==> config.mk <==
export PLATFORM = sky130hd
export DESIGN_NAME = input_edge_capture_unit
export DESIGN_NICKNAME = d
export VERILOG_FILES = /design/src/rtl/capture_pkg.sv /design/src/rtl/input_edge_capture_unit.sv
export VERILOG_INCLUDE_DIRS = /design/src /design/src/rtl
export SDC_FILE = /design/constraint.sdc
export NUM_CORES = 1
export LEC_CHECK = 0
export ABC_AREA = 1
export ABC_CLOCK_PERIOD_IN_PS = 2700
export BUFFER_PORTS_ARGS = -buffer_cell sky130_fd_sc_hd__buf_2
export CORE_ASPECT_RATIO = 1.4
export CORE_UTILIZATION = 49
export CTS_CLUSTER_DIAMETER = 50
export DETAILED_ROUTE_END_ITERATION = 16
export PLACE_DENSITY = 0.84
export SLEW_MARGIN = 20
export SYNTH_ARGS = -nofsm -noshare
export SYNTH_HDL_FRONTEND = slang
export SYNTH_SLANG_ARGS = --single-unit
==> constraint.sdc <==
create_clock -name clk_sys -period 2.7 [get_ports clk_sys]
set_clock_uncertainty 0.2 [all_clocks]
set_input_delay 0.135 -clock clk_sys [delete_from_list [all_inputs] [get_ports clk_sys]]
set_output_delay 0.135 -clock clk_sys [all_outputs]
set_load 0.03 [all_outputs]
==> src/rtl/capture_defines.svh <==
`ifndef CAPTURE_DEFINES_SVH
`define CAPTURE_DEFINES_SVH
// Capture mode field encodings (4-bit control field)
`define CAP_MODE_OFF 4'h0
`define CAP_MODE_FALL 4'h4
`define CAP_MODE_RISE 4'h5
`define CAP_MODE_RISE4 4'h6
`define CAP_MODE_RISE16 4'h7
// Prescaler ratios
`define CAP_RATIO_4 4'h3
`define CAP_RATIO_16 4'hf
// Bit position of the capture flag in the peripheral flag register
`define CAP_FLAG_BIT 2
// Reset values
`define CAP_PRESCALE_RST 4'h0
`define CAP_VALUE_RST 16'h0000
`endif

==> src/rtl/capture_pkg.sv <==
package capture_pkg;
  // Captured value as a byte pair
  typedef struct packed {
    logic [7:0] high;
    logic [7:0] low;
  } capture_pair_s;
  // Control setting carried together
  typedef struct packed {
    logic [3:0] mode;
    logic timer_select;
  } capture_cfg_s;
endpackage : capture_pkg

==> src/rtl/input_edge_capture_unit.sv <==
`timescale 1ns/1ps
`include "capture_defines.svh"
// What this block does, and what its software and timer must do
// [RL1] Selected event copies timer count to pair
// [RL2] Mode picks fall, rise, 4th, 16th rise
// [RL3] Capture sets flag; only software clears
// [RL4] New capture overwrites unread value
// [RL5] Software sets pin direction to input
// [RL6] Port writes on output pin can capture
// [RL7] Timer must run synchronised, not asynchronous
// [RL8] Timer B control picks sampled timer
// [RL9] Mode change may set spurious flag
// [RL10] Prescaler held zero when off
// [RL11] Direct ratio switch keeps prescaler count
// [RL12] Software turns unit off before switch
// [RL13] Flag sets regardless of enables
// [RL14] Software clears flag before enabling
// [RL15] Pin synchronised, edge latches timer value
module input_edge_capture_unit #(
  parameter int TIMER_WIDTH = 16
) (
  input wire logic clk_sys,
  input wire logic rst,
  input wire logic capture_input_pin,
  input wire logic port_c_out,
  input wire logic port_c_direction,
  input wire logic [TIMER_WIDTH-1:0] timer_a_count,
  input wire logic [TIMER_WIDTH-1:0] timer_b_count,
  input wire capture_pkg::capture_cfg_s capture_cfg,
  input wire logic capture_irq_flag_clear,
  input wire logic capture_irq_enable,
  output capture_pkg::capture_pair_s capture_value_pair,
  output logic capture_irq_flag,
  output logic capture_irq,
  output logic [3:0] prescale_count
);
  import capture_pkg::*;

  // ************************************************
  // Parameter check
  // ************************************************
  if (TIMER_WIDTH != 16) begin : g_bad_width
    $error("Capture pair holds exactly 16 bits");
  end

  // ************************************************
  // Pin level and synchroniser
  // ************************************************
  logic pin_level; // Output drive when direction is output, else external pin
  logic sync1_reg; // First stage, read only by second stage
  logic sync2_reg; // Second stage
  logic prev_reg; // Delayed copy for edge detection
  logic sync1_next;
  logic sync2_next;
  logic prev_next;

  // Direction low means driven output; port writes then reach the edge path
  always_comb begin
    pin_level = port_c_direction ? capture_input_pin : port_c_out; // RL6
    sync1_next = pin_level; // RL15
    sync2_next = sync1_reg;
    prev_next = sync2_reg;
  end

  // Synchroniser registers
  always_ff @(posedge clk_sys) begin
    if (rst) begin
      sync1_reg <= 1'b0;
      sync2_reg <= 1'b0;
      prev_reg <= 1'b0;
    end else begin
      sync1_reg <= sync1_next;
      sync2_reg <= sync2_next;
      prev_reg <= prev_next;
    end
  end

  // ************************************************
  // Event qualification and prescaler
  // ************************************************
  logic rise_edge; // Rising edge on synchronised pin
  logic fall_edge; // Falling edge on synchronised pin
  logic capture_mode; // Mode field is one of the capture modes
  logic capture_event; // Qualifying event this cycle
  logic [3:0] prescale_reg; // Rising-edge prescaler counter
  logic [3:0] prescale_next;
  logic [3:0] mode_prev_reg; // Previous mode, to spot changes
  logic [3:0] mode_prev_next;

  // Edge detect and mode decode
  always_comb begin
    rise_edge = sync2_reg & ~prev_reg; // RL15
    fall_edge = ~sync2_reg & prev_reg; // RL15
    capture_mode = (capture_cfg.mode >= `CAP_MODE_FALL) &&
                   (capture_cfg.mode <= `CAP_MODE_RISE16);
    prescale_next = prescale_reg;
    capture_event = 1'b0;
    mode_prev_next = capture_cfg.mode;
    if (!capture_mode) begin
      // Off or other mode: counter held clear, so reset clears it too
      prescale_next = `CAP_PRESCALE_RST; // RL10
    end else begin
      // Counter not cleared on ratio change; first capture may come early
      case (capture_cfg.mode) // RL2 RL11
        `CAP_MODE_FALL: begin
          capture_event = fall_edge;
        end
        `CAP_MODE_RISE: begin
          capture_event = rise_edge;
        end
        `CAP_MODE_RISE4: begin
          if (rise_edge) begin
            // Low two bits pick every fourth edge of the free-running count
            capture_event = ({2'h0, prescale_reg[1:0]} == `CAP_RATIO_4);
            prescale_next = prescale_reg + 4'h1;
          end
        end
        default: begin
          if (rise_edge) begin
            capture_event = (prescale_reg == `CAP_RATIO_16);
            prescale_next = prescale_reg + 4'h1;
          end
        end
      endcase
    end
  end

  // Prescaler and mode history registers
  always_ff @(posedge clk_sys) begin
    if (rst) begin
      prescale_reg <= `CAP_PRESCALE_RST;
      mode_prev_reg <= `CAP_MODE_OFF;
    end else begin
      prescale_reg <= prescale_next;
      mode_prev_reg <= mode_prev_next;
    end
  end

  // ************************************************
  // Capture register and flag
  // ************************************************
  logic mode_switch; // Switch between two capture modes
  capture_pair_s value_reg; // Captured timer value
  capture_pair_s value_next;
  logic flag_reg; // Capture flag
  logic flag_next;

  // Latch timer and raise flag; set beats clear
  always_comb begin
    mode_switch = capture_mode && (mode_prev_reg != capture_cfg.mode) &&
                  (mode_prev_reg >= `CAP_MODE_FALL) &&
                  (mode_prev_reg <= `CAP_MODE_RISE16);
    value_next = value_reg;
    if (capture_event) begin
      // Overwrite unconditionally; unread value is lost
      value_next = capture_cfg.timer_select ? timer_b_count : timer_a_count; // RL1 RL4 RL8
    end
    flag_next = flag_reg;
    if (capture_irq_flag_clear) begin
      flag_next = 1'b0; // RL3
    end
    // Spurious flag on direct mode switch; software clears it afterwards
    if (capture_event || mode_switch) begin
      flag_next = 1'b1; // RL3 RL9 RL11 RL13
    end
  end

  // Capture registers
  always_ff @(posedge clk_sys) begin
    if (rst) begin
      value_reg <= `CAP_VALUE_RST;
      flag_reg <= 1'b0;
    end else begin
      value_reg <= value_next;
      flag_reg <= flag_next;
    end
  end

  // Outputs
  assign capture_value_pair = value_reg;
  assign capture_irq_flag = flag_reg;
  assign capture_irq = flag_reg & capture_irq_enable;
  assign prescale_count = prescale_reg;
endmodule : input_edge_capture_unit

==> out/qor.yml <==
synth:
  ys_types: 21
  synth.ff_latch_count: 28
  synth_area_um2: 1410
  synth.yosys.seq_area_share: 0.398
  synth_top_area_share: 0.398
  synth.largest_area_cell: "sky130_fd_sc_hd__dfxtp_1"
  syn_inst: 185
  synth_area_per_inst_um2: 7.62
  synth-warning-count: 0
  syn_nets: 230
  synth.top_cells.by_area: "sky130_fd_sc_hd__dfxtp_1 (40%), sky130_fd_sc_hd__mux2i_1 (11%), sky130_fd_sc_hd__nor2_1 (7.7%)"
detailed_routing:
  drc_errors: 0
  route.detailed.vias_per_inst: 4.85
  firstDrtPassIters: 4
  detail_route.iter0.violations: 42
  ant_nets: 0
  via_count: 1558
  route.detailed.wl_per_inst_um: 11.6
  route.final.wire_length_mm: 3.73
sta:
  slew-limit-headroom: 0.615
  fmax_mhz: 438
  drv_slew: 0
  hold_viol_final: 0
  post-route-min-period_ns: 2.28
  rsz_0062_raised_after_global_routing: "false"
  layout_worst_path_cycle_share: 0.845
  setup-violations-final: 0
  finalSetupTns_ns: 0
  worstMarginPinSlew_ns: 0.576
final_layout:
  antenna_cells: 0
  area_delta_synth_final_pct: 51.2
  layout-drive-gt1-share: 0.277
  stdcell_area_um2: 2130
  largest_reg_flops: 16
  final_core_utilization: 0.799
  nets: 331
placement:
  dpl.hpwl_mm: 2.05
  port_buffer_cells: 65
  place.gp.congestion: 0.827
  dpl_cell_area_um2: 1690
worst_setup_path:
  crit_path_max_fanout: 33
  required_time_reported_for_the_critical_path_endpoint_ns: 2.78
  critPathKind: "flop to flop"
  arrival_ns: 2.36
  timing.critical_path.to_type: "flop"
  category_of_the_worst_setup_path_launch_point: "flop"
grt:
  grt_antenna_before_repair: 0
  first_global_vias: 1485
  grt_pass1_wl_mm: 5.98
  grt_max_degree: 34
  groute.usage.overall: 0.266
  globalRoute.totalOverflow: 0
power:
  internal_power_w: 0.000602
  switching_share: 0.256
  irDropWorstVdd_v: 0.000343
  cellPowerDensity_nw_per_um2: 380
  power.share.sequential: 0.528
  combinationalPowerShare: 0.219
  power.net_switching_w: 0.000207
  clkPwrFrac: 0.252
  power.leakage_nw: 1.06
clock_tree:
  clk_pin_slew_worst_paths_ns: 0.15
  numCtsBuffers: 3
  cts_root_buf: "sky130_fd_sc_hd__clkbuf_4"
  number_of_post_cts_setup_repair_buffers: 0
  clockBufferDepth: 2
  cts_tree: "built"
  later_pin_clock_latency_in_the_skew_report_ns: 0.33
  cts_htree_levels: 1
  cts.sinks: 28
run_status:
  status: "completed"
floorplanning:
  initial_utilization: 0.528
  boundaryPins: 66
  die_height_um: 65.5
  die-area_um2: 3100
  core_area_um2: 2670
  std_cell_rows: 22
  floorplan.die.width_um: 47.3
job:
  drv_cap: 0
worst_hold_path:
  min_path_type: "input pin to flop"
## synth_stat cells
master and instances:
sky130_fd_sc_hd__a21oi_1 21, sky130_fd_sc_hd__a21oi_2 1, sky130_fd_sc_hd__buf_2 1, sky130_fd_sc_hd__buf_4 3, sky130_fd_sc_hd__buf_6 6, sky130_fd_sc_hd__clkinv_1 1, sky130_fd_sc_hd__dfxtp_1 28, sky130_fd_sc_hd__ha_1 1
sky130_fd_sc_hd__inv_1 15, sky130_fd_sc_hd__inv_2 2, sky130_fd_sc_hd__mux2i_1 16, sky130_fd_sc_hd__nand2_1 28, sky130_fd_sc_hd__nand2_2 4, sky130_fd_sc_hd__nand3_1 19, sky130_fd_sc_hd__nand3_2 1, sky130_fd_sc_hd__nor2_1 29
sky130_fd_sc_hd__nor2_2 2, sky130_fd_sc_hd__nor3_1 1, sky130_fd_sc_hd__o21ai_0 3, sky130_fd_sc_hd__or2_1 1, sky130_fd_sc_hd__xnor2_1 2
## power groups by stage
| stage | registers [W] | logic [W] | clock network [W] |
|---|---|---|---|
| 2_1_floorplan | 0.000444 | 0.0000750 | 0 |
| 3_3_place_gp | 0.000436 | 0.000117 | 0 |
| 5_1_grt | 0.000429 | 0.000193 | 0.000227 |
| 6_report | 0.000428 | 0.000177 | 0.000204 |
| 4_1_cts | 0.000427 | 0.000172 | 0.000204 |
| 3_5_place_dp | 0.000436 | 0.000119 | 0 |
## final timing paths
check | start | to | slack [ns] | cells after the start
hold / removal | timer_b_count[5] | capture_value_pair[5] | 0.04 | 5
hold reg to reg | sync1_reg | prev_next | 0.24 | 2
setup reg to reg | prescale_count[0] | capture_irq_flag | 0.42 | 8
setup / recovery | prescale_count[0] | capture_irq_flag | 0.42 | 8
## per-stage QoR
| step | setup slack [ns] | hold slack [ns] | total power (W) | std cells |
|---|---|---|---|---|
| 6_report | 0.419 | 0.0359 | 0.000809 | 321 |
| 5_1_grt | 0.228 | 0.0474 | 0.000849 | 321 |
| 4_1_cts | 0.429 | 0.00668 | 0.000803 | 321 |
| 3_5_place_dp | 0.884 | 0.135 | 0.000555 | 276 |
| 3_3_place_gp | 0.941 | 0.132 | 0.000553 | 276 |
| 2_1_floorplan | 1.02 | 0.0298 | 0.000519 | 185 |
## critical path: stages, from the launching register on
cell                            delay (ns)
sky130_fd_sc_hd__dfxtp_1              0.41
sky130_fd_sc_hd__ha_1                 0.18
sky130_fd_sc_hd__inv_1                0.05
sky130_fd_sc_hd__nor2_1               0.10
sky130_fd_sc_hd__nand3_1              0.08
sky130_fd_sc_hd__nand2_2              0.44
sky130_fd_sc_hd__nand2_2              0.09
sky130_fd_sc_hd__a21oi_2              0.14
sky130_fd_sc_hd__dlygate4sd3_1        0.54
## cell type report
cell class	count	area, um^2
repair buffers	106	736
multi-input cells	129	687
flip-flops and latches	28	561
fillers	189	538
inverters	18	67.6
well taps	36	45.0
clock buffers	4	36.3
## cells by family (layout without fill, tap and decap cells)
kind of cell    Yosys count  in the layout  share of synthesized area
buf+inv                  28            128                      0.115
fa+ha+maj                 1              1                    0.00887
mux                      16             16                      0.114
flops                    28             28                      0.398
simple gates             85             85                      0.261
compound gates           25             25                     0.0914
xor+xnor                  2              2                     0.0124
## cells in the final DEF, fill, tap and decap left out, types with 2 or more instances in the layout
cell type | synthesis | layout
sky130_fd_sc_hd__xnor2_1 | 2 | 2
sky130_fd_sc_hd__clkbuf_4 | 0 | 3
sky130_fd_sc_hd__nand2_2 | 4 | 4
sky130_fd_sc_hd__nand3_1 | 19 | 19
sky130_fd_sc_hd__nor2_1 | 29 | 29
sky130_fd_sc_hd__dfxtp_1 | 28 | 28
sky130_fd_sc_hd__inv_2 | 2 | 2
sky130_fd_sc_hd__inv_1 | 15 | 15
sky130_fd_sc_hd__buf_2 | 1 | 65
sky130_fd_sc_hd__mux2i_1 | 16 | 16
sky130_fd_sc_hd__o21ai_0 | 3 | 3
sky130_fd_sc_hd__nor2_2 | 2 | 2
sky130_fd_sc_hd__dlygate4sd3_1 | 0 | 41
sky130_fd_sc_hd__nand2_1 | 28 | 28
sky130_fd_sc_hd__a21oi_1 | 21 | 21
## repair_timing
| item | CTS | global route |
|---|---|---|
| hold endpoints to repair | 23 | 0 |
| gates resized for setup | 0 | 0 |
| hold buffers | 41 | 0 |
## routing by layer
layer,share of wire,global-route usage
met3,0.039,0.0440
met1,0.39,0.285
met5,0,0
met2,0.52,0.457
met4,0.043,0.157
No activity file was read; power rests on OpenSTA's default activity.
